==> src/hdl/mwsh_pkg.sv <==
// Constants, types and register map of the multiword shift unit
package mwsh_pkg;

  localparam int WORD_W  = 16;
  localparam int WORD_MSB = 15;
  localparam int FC_W    = 12;
  localparam int PADDR_W = 8;

  // APB register byte offsets
  localparam logic [PADDR_W-1:0] OFS_CMD    = 8'h00;
  localparam logic [PADDR_W-1:0] OFS_CTRL   = 8'h04;
  localparam logic [PADDR_W-1:0] OFS_FIRST  = 8'h08;
  localparam logic [PADDR_W-1:0] OFS_LAST   = 8'h0C;
  localparam logic [PADDR_W-1:0] OFS_SRC    = 8'h10;
  localparam logic [PADDR_W-1:0] OFS_STATUS = 8'h14;

  // Function codes, three decimal digits held as BCD
  localparam logic [FC_W-1:0] FC_BIT_SHIFT  = 12'h084;
  localparam logic [FC_W-1:0] FC_WORD_SHIFT = 12'h016;
  localparam logic [FC_W-1:0] FC_ZF_LEFT    = 12'h025;
  localparam logic [FC_W-1:0] FC_ZF_RIGHT   = 12'h026;

  // Reversible shift control word bits
  localparam int CTL_CLEAR  = 15;
  localparam int CTL_SHIFT  = 14;
  localparam int CTL_SERIAL = 13;
  localparam int CTL_DIR    = 12;
  localparam logic DIR_RIGHT = 1'b1;

  // Status register bits
  localparam int STS_ERROR = 0;
  localparam int STS_CARRY = 1;
  localparam int STS_ZERO  = 2;
  localparam int STS_NEG   = 3;
  localparam int STS_BADCMD = 4;
  localparam int STS_BUSY  = 5;

  localparam logic [WORD_W-1:0] WORD_ZERO  = 16'h0000;
  localparam logic [WORD_W-1:0] ADDR_ONE   = 16'h0001;
  localparam logic [31:0]       RDATA_ZERO = 32'h0000_0000;

  typedef enum logic [4:0] {
    ST_IDLE = 5'b00001,
    ST_READ = 5'b00010,
    ST_WAIT = 5'b00100,
    ST_DATA = 5'b01000,
    ST_FILL = 5'b10000
  } mwsh_state_t;

  typedef enum logic [2:0] {
    OP_NONE = 3'h0,
    OP_BITL = 3'h1,
    OP_BITR = 3'h2,
    OP_WORD = 3'h3,
    OP_CLR  = 3'h4,
    OP_ASL  = 3'h5,
    OP_ASR  = 3'h6
  } mwsh_op_t;

  typedef struct packed {
    logic              rd;
    logic              wr;
    logic [WORD_W-1:0] addr;
    logic [WORD_W-1:0] wdata;
  } mwsh_mem_req_t;

  typedef struct packed {
    logic error;
    logic carry;
    logic zero;
    logic neg;
  } mwsh_flags_t;

  typedef struct packed {
    mwsh_state_t       state;
    mwsh_op_t          op;
    mwsh_mem_req_t     mem;
    mwsh_flags_t       flags;
    logic [WORD_W-1:0] ctrl;
    logic [WORD_W-1:0] first;
    logic [WORD_W-1:0] last;
    logic [WORD_W-1:0] src;
    logic [WORD_W-1:0] cur;
    logic [FC_W-1:0]   code;
    logic              chain;
    logic              prev_shift;
    logic              cmd_bad;
    logic              busy;
    logic              done;
    logic              pready;
    logic              pslverr;
    logic [31:0]       prdata;
  } mwsh_regs_t;

  localparam mwsh_regs_t REGS_RESET = '{state: ST_IDLE, op: OP_NONE, default: '0};

endpackage

==> src/hdl/mwsh_bit_shifter.sv <==
// One-bit shift of a 16-bit word with a fill bit and the bit shifted out
`timescale 1ns/100ps
module mwsh_bit_shifter
  import mwsh_pkg::*;
(
  input  wire logic [WORD_W-1:0] word_in,   // Word to shift
  input  wire logic              dir_right, // 1 shifts toward bit 0
  input  wire logic              fill_bit,  // Bit entering the vacated end
  output logic      [WORD_W-1:0] word_out,  // Shifted word
  output logic                   out_bit    // Bit leaving the word
);

  assign word_out = (dir_right == DIR_RIGHT) ? {fill_bit, word_in[WORD_MSB:1]}
                                              : {word_in[WORD_MSB-1:0], fill_bit};
  assign out_bit  = (dir_right == DIR_RIGHT) ? word_in[0] : word_in[WORD_MSB];

endmodule

==> src/hdl/mwsh_shift_unit.sv <==
// Multiword shift unit: APB command slave, memory sequencer and flags
//
// Function
// [RL1] A rising shift-request bit moves the whole first..last range one bit in the chosen direction.
// [RL2] A left reversible shift feeds the serial bit into bit 0 of the first word and bit 15 of the last to carry.
// [RL3] A right reversible shift feeds the serial bit into bit 15 of the last word and bit 0 of the first to carry.
// [RL4] While the clear bit is set the range and carry are zeroed and shift requests are ignored.
// [RL5] A direction bit of one means right, zero means left.
// [RL6] Both range operations set the error flag when first exceeds last and clear it otherwise.
// [RL7] The word shift moves each word one place toward last, puts the source in first and drops last.
// [RL8] Function code 084 selects the reversible bit shift and 016 the word shift.
// [RL9] Function code 025 selects the zero-fill left shift and 026 the zero-fill right shift.
// [RL10] The zero-fill left shift inserts zero at bit 0 and sends the old bit 15 to carry.
// [RL11] After a zero-fill left shift negative follows bit 15, zero follows the result and error clears.
// [RL12] The zero-fill right shift inserts zero at bit 15 and sends the old bit 0 to carry.
// [RL13] After a zero-fill right shift zero follows the result and negative and error clear.
// [RL14] Software keeps first and last inside one data area.
// [RL15] Power is kept applied for the whole of a long range shift.
// [RL16] The word shift works from last toward first so no source word is overwritten early.
//
// Implementation choices: the APB register port and the register addresses.
`timescale 1ns/100ps
module mwsh_shift_unit
  import mwsh_pkg::*;
(
  input  wire logic               sys_clk,          // 25 MHz clock
  input  wire logic               rst_n,            // Asynchronous reset, active low
  input  wire logic               psel,             // APB select
  input  wire logic               penable,          // APB enable
  input  wire logic               pwrite,           // APB write
  input  wire logic [PADDR_W-1:0] paddr,            // APB byte address
  input  wire logic [31:0]        pwdata,           // APB write data
  output logic      [31:0]        prdata,           // APB read data
  output logic                    pready,           // APB ready
  output logic                    pslverr,          // APB error
  output logic                    mem_rd,           // Data memory read strobe
  output logic                    mem_wr,           // Data memory write strobe
  output logic      [WORD_W-1:0]  mem_addr,         // Data memory word address
  output logic      [WORD_W-1:0]  mem_wdata,        // Data memory write data
  input  wire logic [WORD_W-1:0]  mem_rdata,        // Read data, valid the cycle after mem_rd
  output logic                    busy,             // Operation in progress
  output logic                    op_done,          // One-cycle end of operation
  output logic                    error_flag,       // Range or operand error
  output logic                    carry_flag,       // Bit shifted out
  output logic                    zero_result_flag, // Result word is zero
  output logic                    negative_flag     // Result bit 15 set
);

  mwsh_regs_t        q;
  mwsh_regs_t        d;
  logic              apb_access;
  logic              wr_commit;
  logic              start;
  logic [FC_W-1:0]   cmd_code;
  logic [WORD_W-1:0] sh_word;
  logic              sh_out;
  logic              sh_right;
  logic              sh_fill;

  ////////////////////////////////////////////////////////////////////////////
  // Helpers

  function automatic logic reg_hit(input logic [PADDR_W-1:0] a);
    begin
      reg_hit = (a == OFS_CMD) || (a == OFS_CTRL) || (a == OFS_FIRST) ||
                (a == OFS_LAST) || (a == OFS_SRC) || (a == OFS_STATUS);
    end
  endfunction

  function automatic logic range_bad(input logic [WORD_W-1:0] f, input logic [WORD_W-1:0] l);
    begin
      range_bad = (f > l);
    end
  endfunction

  function automatic logic [WORD_W-1:0] step(input logic [WORD_W-1:0] a, input logic down);
    begin
      step = down ? (a - ADDR_ONE) : (a + ADDR_ONE);
    end
  endfunction

  assign cmd_code = pwdata[FC_W-1:0];
  assign sh_right = (q.op == OP_BITR) || (q.op == OP_ASR);
  assign sh_fill  = ((q.op == OP_BITL) || (q.op == OP_BITR)) ? q.chain : 1'b0;

  mwsh_bit_shifter u_shifter
  (
    .word_in   (mem_rdata),
    .dir_right (sh_right),
    .fill_bit  (sh_fill),
    .word_out  (sh_word),
    .out_bit   (sh_out)
  );

  ////////////////////////////////////////////////////////////////////////////
  // Next state

  always_comb
  begin
    d          = q;
    d.mem.rd   = 1'b0;
    d.mem.wr   = 1'b0;
    d.done     = 1'b0;
    start      = 1'b0;
    apb_access = psel & penable & ~q.pready;
    wr_commit  = psel & penable & q.pready & pwrite & ~q.pslverr;
    d.pready   = apb_access;
    d.pslverr  = 1'b0;
    if (apb_access)
    begin
      d.prdata = RDATA_ZERO;
      // Writes while busy are refused so operands stay stable
      if (!reg_hit(paddr) || (pwrite && q.busy))
      begin
        d.pslverr = 1'b1;
      end
      else if (!pwrite)
      begin
        case (paddr)
          OFS_CMD:    d.prdata[FC_W-1:0] = q.code;
          OFS_CTRL:   d.prdata[WORD_MSB:0] = q.ctrl;
          OFS_FIRST:  d.prdata[WORD_MSB:0] = q.first;
          OFS_LAST:   d.prdata[WORD_MSB:0] = q.last;
          OFS_SRC:    d.prdata[WORD_MSB:0] = q.src;
          default:
          begin
            d.prdata[STS_ERROR]  = q.flags.error;
            d.prdata[STS_CARRY]  = q.flags.carry;
            d.prdata[STS_ZERO]   = q.flags.zero;
            d.prdata[STS_NEG]    = q.flags.neg;
            d.prdata[STS_BADCMD] = q.cmd_bad;
            d.prdata[STS_BUSY]   = q.busy;
          end
        endcase
      end
    end
    if (wr_commit)
    begin
      case (paddr)
        OFS_CMD:
        begin
          d.code = cmd_code;
          start  = 1'b1;
        end
        OFS_CTRL:  d.ctrl  = pwdata[WORD_MSB:0];
        OFS_FIRST: d.first = pwdata[WORD_MSB:0];
        OFS_LAST:  d.last  = pwdata[WORD_MSB:0];
        OFS_SRC:   d.src   = pwdata[WORD_MSB:0];
        default:   d.code  = q.code;
      endcase
    end

    unique case (q.state)
      ST_IDLE:
      begin
        if (start)
        begin
          d.cmd_bad = 1'b0;
          case (cmd_code)
            // [RL8] reversible shift decode
            FC_BIT_SHIFT:
            begin
              d.prev_shift = q.ctrl[CTL_SHIFT];
              // [RL6] range error check
              if (range_bad(q.first, q.last))
              begin
                d.flags.error = 1'b1;
                d.done        = 1'b1;
              end
              else
              begin
                d.flags.error = 1'b0;
                // [RL4] clear beats shift
                if (q.ctrl[CTL_CLEAR])
                begin
                  d.op          = OP_CLR;
                  d.cur         = q.first;
                  d.flags.carry = 1'b0;
                  d.state       = ST_FILL;
                  d.busy        = 1'b1;
                end
                // [RL1] rising request only
                else if (q.ctrl[CTL_SHIFT] && !q.prev_shift)
                begin
                  d.chain = q.ctrl[CTL_SERIAL];
                  d.state = ST_READ;
                  d.busy  = 1'b1;
                  // [RL5] direction bit meaning
                  if (q.ctrl[CTL_DIR] == DIR_RIGHT)
                  begin
                    d.op  = OP_BITR;
                    d.cur = q.last;
                  end
                  else
                  begin
                    d.op  = OP_BITL;
                    d.cur = q.first;
                  end
                end
                else
                begin
                  d.done = 1'b1;
                end
              end
            end
            // [RL8] word shift decode
            FC_WORD_SHIFT:
            begin
              // [RL6] range error check
              if (range_bad(q.first, q.last))
              begin
                d.flags.error = 1'b1;
                d.done        = 1'b1;
              end
              else
              begin
                d.flags.error = 1'b0;
                d.op          = OP_WORD;
                d.busy        = 1'b1;
                // [RL16] start at the last word
                d.cur         = q.last;
                d.state       = (q.first == q.last) ? ST_FILL : ST_READ;
              end
            end
            // [RL9] zero-fill decode
            FC_ZF_LEFT, FC_ZF_RIGHT:
            begin
              d.op    = (cmd_code == FC_ZF_LEFT) ? OP_ASL : OP_ASR;
              d.cur   = q.first;
              d.state = ST_READ;
              d.busy  = 1'b1;
            end
            default:
            begin
              d.cmd_bad = 1'b1;
              d.done    = 1'b1;
            end
          endcase
        end
      end
      ST_READ:
      begin
        d.mem.rd   = 1'b1;
        // [RL16] word shift reads the word below
        d.mem.addr = step(q.cur, q.op == OP_WORD) ;
        if (q.op != OP_WORD)
        begin
          d.mem.addr = q.cur;
        end
        d.state    = ST_WAIT;
      end
      ST_WAIT:
      begin
        d.state = ST_DATA;
      end
      ST_DATA:
      begin
        d.mem.wr    = 1'b1;
        d.mem.addr  = q.cur;
        d.mem.wdata = sh_word;
        d.chain     = sh_out;
        case (q.op)
          // [RL2] [RL3] left pass first toward last, right pass last toward first
          OP_BITL, OP_BITR:
          begin
            if (q.cur == ((q.op == OP_BITL) ? q.last : q.first))
            begin
              // [RL3] carry takes last bit out
              d.flags.carry = sh_out;
              d.state       = ST_IDLE;
              d.busy        = 1'b0;
              d.done        = 1'b1;
            end
            else
            begin
              d.cur   = step(q.cur, q.op == OP_BITR);
              d.state = ST_READ;
            end
          end
          // [RL7] copy word one place up
          OP_WORD:
          begin
            d.mem.wdata = mem_rdata;
            d.cur       = step(q.cur, 1'b1);
            d.state     = (step(q.cur, 1'b1) == q.first) ? ST_FILL : ST_READ;
          end
          // [RL10] [RL11] zero-fill left flags
          OP_ASL:
          begin
            d.flags.error = 1'b0;
            d.flags.carry = sh_out;
            d.flags.zero  = (sh_word == WORD_ZERO);
            d.flags.neg   = sh_word[WORD_MSB];
            d.state       = ST_IDLE;
            d.busy        = 1'b0;
            d.done        = 1'b1;
          end
          // [RL12] [RL13] zero-fill right flags
          default:
          begin
            d.flags.error = 1'b0;
            d.flags.carry = sh_out;
            d.flags.zero  = (sh_word == WORD_ZERO);
            d.flags.neg   = 1'b0;
            d.state       = ST_IDLE;
            d.busy        = 1'b0;
            d.done        = 1'b1;
          end
        endcase
      end
      ST_FILL:
      begin
        d.mem.wr   = 1'b1;
        d.mem.addr = q.cur;
        // [RL4] zero the range on clear, [RL7] source into first for word shift
        d.mem.wdata = (q.op == OP_CLR) ? WORD_ZERO : q.src;
        if ((q.op == OP_WORD) || (q.cur == q.last))
        begin
          d.state = ST_IDLE;
          d.busy  = 1'b0;
          d.done  = 1'b1;
        end
        else
        begin
          d.cur = step(q.cur, 1'b0);
        end
      end
    endcase
  end

  always_ff @(posedge sys_clk or negedge rst_n)
  begin
    if (!rst_n)
    begin
      q <= REGS_RESET;
    end
    else
    begin
      q <= d;
    end
  end

  assign prdata           = q.prdata;
  assign pready           = q.pready;
  assign pslverr          = q.pslverr;
  assign mem_rd           = q.mem.rd;
  assign mem_wr           = q.mem.wr;
  assign mem_addr         = q.mem.addr;
  assign mem_wdata        = q.mem.wdata;
  assign busy             = q.busy;
  assign op_done          = q.done;
  assign error_flag       = q.flags.error;
  assign carry_flag       = q.flags.carry;
  assign zero_result_flag = q.flags.zero;
  assign negative_flag    = q.flags.neg;
endmodule

==> config.mk <==
export PLATFORM = sky130hd
export DESIGN_NAME = mwsh_shift_unit
export DESIGN_NICKNAME = d
export VERILOG_FILES = /design/src/hdl/mwsh_pkg.sv /design/src/hdl/mwsh_bit_shifter.sv /design/src/hdl/mwsh_shift_unit.sv
export SDC_FILE = /design/constraint.sdc
export NUM_CORES = 1
export LEC_CHECK = 0
export BUFFER_PORTS_ARGS = -buffer_cell sky130_fd_sc_hd__buf_2
export CORE_MARGIN = 3
export CORE_UTILIZATION = 64
export CTS_BUF_LIST = sky130_fd_sc_hd__clkbuf_8
export CTS_CLUSTER_DIAMETER = 30
export DETAILED_ROUTE_END_ITERATION = 8
export GPL_TIMING_DRIVEN = 1
export PLACE_DENSITY = 0.87
export SLEW_MARGIN = 20
export SYNTH_ARGS = -nofsm -noshare
export SYNTH_HDL_FRONTEND = slang
export SYNTH_SLANG_ARGS = --single-unit
==> constraint.sdc <==
create_clock -name sys_clk -period 7.5 [get_ports sys_clk]
set_input_delay 1.5 -clock sys_clk [delete_from_list [all_inputs] [get_ports sys_clk]]
set_output_delay 1.5 -clock sys_clk [all_outputs]
set_load 0.05 [all_outputs]
==> impl_metrics.csv <==
group,metric,value,unit
cells_and_area,nFillCells,1233,
floorplan,io_pins,135,
worst_setup_path,critPathMaxStageDelay,650,ps
logic_synthesis,synthCells,1115,
cells_and_area,final_cells,1356,
worst_setup_path,crit_buf_inv,2,
worst_setup_path,cp-start-kind,"input pin",
clock_network,numCtsBuffers,17,
sta,setup_tns,0,ps
hold_path,holdPathStages,2,
worst_setup_path,crit_slowest_cell,"a21oi_4",
worst_setup_path,arrival,4580,ps
place,dp.cells,1325,
detailed_routing,vias_per_cell,6.64,
clock_network,cts_buffer_depth,2,
sta,worst_pin_slew,1200,ps
worst_setup_path,r2r-end,"q[176]",
place,place_ws,2890,ps
global_route,globalRouteOverflowTotal,0,
sta,setup_slack,3280,ps
power_and_ir_drop,total_power,1550,uW
cells_and_area,nets,1209,
power_and_ir_drop,peakVddDrop,127,uV
status,status,"finished, final reports clean",
cells_and_area,area_delta_synth_final,4.85,%
floorplan,initial_utilization,65.7,%
clock_network,htreeDepth,4,
power_and_ir_drop,p_per_area,141,mW/mm^2
logic_synthesis,yosys_warnings,0,
global_route,grt_max_degree,93,
worst_setup_path,crit_path_cell_trace,"buf_2, nor4b_1, nand2_1, nor3_1, inv_1, a21oi_4, mux2i_1, o221ai_1, a22o_1",
cells_and_area,final_layout_size_suffix_gt1_share,23.0,%
worst_setup_path,path_depth,9,
clock_network,postCtsHoldBufs,0,
logic_synthesis,yosysTopAreaCellShare,38.3,%
global_route,antenna_found_initial,0,
worst_setup_path,reg2reg_depth,9,
sta,fin_skew,9.78,ps
sta,setup_violations,0,
logic_synthesis,syn-cell-area,0.0105,mm^2
floorplan,die_width,134,um
place,place_congestion,0.982,
sta,slew_headroom,19.7,%
detailed_routing,wire_per_inst,20.8,um
power_and_ir_drop,p_leak,0.00526,uW
clock_network,clk_pin_slew,90,ps
logic_synthesis,synth.avg_cell_area,9.39,um^2
logic_synthesis,synth_edf_count,0,
worst_setup_path,crit_family,"simple AND/OR/NAND/NOR gates",
clock_network,clk_latency,480,ps
detailed_routing,final_antenna_net_count,0,
hold_path,hold_class,"flip-flop to flip-flop",
floorplan,core_area,0.0159,mm^2
detailed_routing,wl,28200,um
worst_setup_path,regToRegStartpoint,"q[51]",
detailed_routing,drtIter0Drc,1097,
hold_path,holdPathEnd,"prdata[3]",
worst_setup_path,r2r_slack,3730,ps
logic_synthesis,synth_commonest_cells,"dfrtp_1 (160), nand2_1 (99), mux2_2 (89), nor2_1 (87), o21ai_0 (81)",
sta,drv_slew,0,
logic_synthesis,synth_cell_types,76,
global_route,grt_pass1_wl,45100,um
flow_run,maxCapViolations,0,
clock_network,clkSinkCount,161,
logic_synthesis,synth.area.top_cells,"dfrtp_1 (38%), mux2_2 (9.6%), mux2i_1 (5.0%)",
global_route,track_usage,31.6,%
worst_setup_path,required,7870,ps
sta,max_freq,237,MHz
logic_synthesis,synth_flop_cell,"dfrtp_1",
logic_synthesis,synth-seq-cells,161,
detailed_routing,vias,9002,
sta,hold_violations,0,
floorplan,die_y,134,um
worst_setup_path,crit_path_max_fanout,16,
floorplan,fp-row-count,46,
hold_path,min_from,"prdata[3]",
cells_and_area,n_antenna_cell,0,
logic_synthesis,yosys.area.top_type,"dfrtp_1",
sta,period_needed,4220,ps
place,hpwl,20400,um
cells_and_area,multi_input_area,0.00560,mm^2
global_route,grt_pass1_vias,8477,
detailed_routing,drc,0,
sta,rsz0062_at_grt,"false",
cells_and_area,seq_area,0.00403,mm^2
place,port_buffers,102,
logic_synthesis,synth_most_common_cell,"dfrtp_1",
clock_network,cts_setup_buffers,0,
clock_network,cts_resized,0,
logic_synthesis,synth-async-reset-ratio,100,%
logic_synthesis,ys_seq_area_share,38.5,%
floorplan,dieArea,0.0179,mm^2
sta,fin_hold_ws,480,ps
sta,period_share,56.2,%
clock_network,cts_root_buf,"clkbuf_8",
worst_setup_path,critPathCaptureType,"flip-flop",
worst_setup_path,critPathKind,"input pin to flip-flop",
detailed_routing,first_pass_iters,6,
clock_network,cts_tree,"built",
[routing by layer]
layer | track usage, % | part of all wire [%] | vias up
met5 | 0 | 0 | -
met2 | 49.2 | 46 | 593
met3 | 6.15 | 10 | 122
li1 | - | - | 3972
met1 | 42.9 | 39 | 4315
met4 | 15.0 | 5.0 | 0
[power by group]
part | internal (uW) | switching [uW] | total [uW]
sequential | 869 | 2.73 | 872
clock | 241 | 347 | 588
combinational | 22.1 | 70.3 | 92.4
[logic make-up (layout without fill, tap and decap cells)]
kind of cell	count (synthesis)	after routing	synth area share, %
other	1	16	0.0358
adder cells (fa/ha/maj)	20	20	2.39
buffers and inverters	167	177	8.69
AND/OR/NAND/NOR	322	322	15.4
multiplexers	142	142	14.8
AO/OA/AOI/OAI	245	245	15.5
XOR/XNOR	57	57	4.77
flip-flops	161	161	38.5
[layout by cell type (no fill, tap or decap), types with 9 or more instances in the layout]
cell type,n
a21oi_1,49
a221o_1,9
a221oi_1,30
buf_2,101
buf_4,10
clkbuf_8,18
conb_1,16
dfrtp_1,160
ha_1,20
inv_1,32
mux2_2,89
mux2i_1,52
nand2_1,99
nand2b_1,11
nand3_1,16
nand4_1,19
nor2_1,87
nor3_1,15
nor4_1,9
o21ai_0,81
o22ai_1,10
xnor2_1,33
xor2_1,24
[sequential cells by signal, indices dropped and copies added, names as in the netlist]
signal,count
busy,1
carry_flag,1
error_flag,1
mem_addr,16
mem_rd,1
mem_wdata,16
mem_wr,1
negative_flag,1
op_done,1
prdata,16
pready,1
pslverr,1
q,103
zero_result_flag,1
[final cells by class]
| class | instances | share of cell area (%) |
|---|---|---|
| Sequential cell | 161 | 36.7 |
| Clock buffer | 18 | 2.26 |
| Inverter | 33 | 1.13 |
| Clock inverter | 13 | 0.923 |
| Multi-Input combinational cell | 802 | 51.0 |
| Tap cell | 216 | 2.46 |
| Timing Repair Buffer | 113 | 5.49 |
[stage by stage]
stage / area (um^2) / utilization [%]
finish: 11000 / 68.8
detailed placement: 10600 / 66.6
floorplan: 10500 / -
CTS: 11000 / 68.8
global placement: 10600 / 66.5
global route: 11000 / 68.8
[worst max path at each step]
| stage | slack (ps) | start | to |
|---|---|---|---|
| after global routing | 3100 | pwdata[10] | q[57] |
| final | 3280 | pwdata[10] | q[55] |
| after global placement | 2570 | pwdata[10] | q[55] |
| after floorplan | 3520 | paddr[1] | q[52] |
| after CTS | 3400 | pwdata[10] | q[55] |
| after detailed placement | 2890 | pwdata[10] | q[55] |
[worst register-to-register path, delay by kind of cell (launching register included)]
kind / cells / cell delay (ps)
compound gates: 1 / 170
fa+ha+maj: 1 / 360
buf+inv: 1 / 320
flops: 1 / 560
simple gates: 5 / 2110
xor+xnor: 1 / 180
No activity file was read; power rests on OpenSTA's default activity.
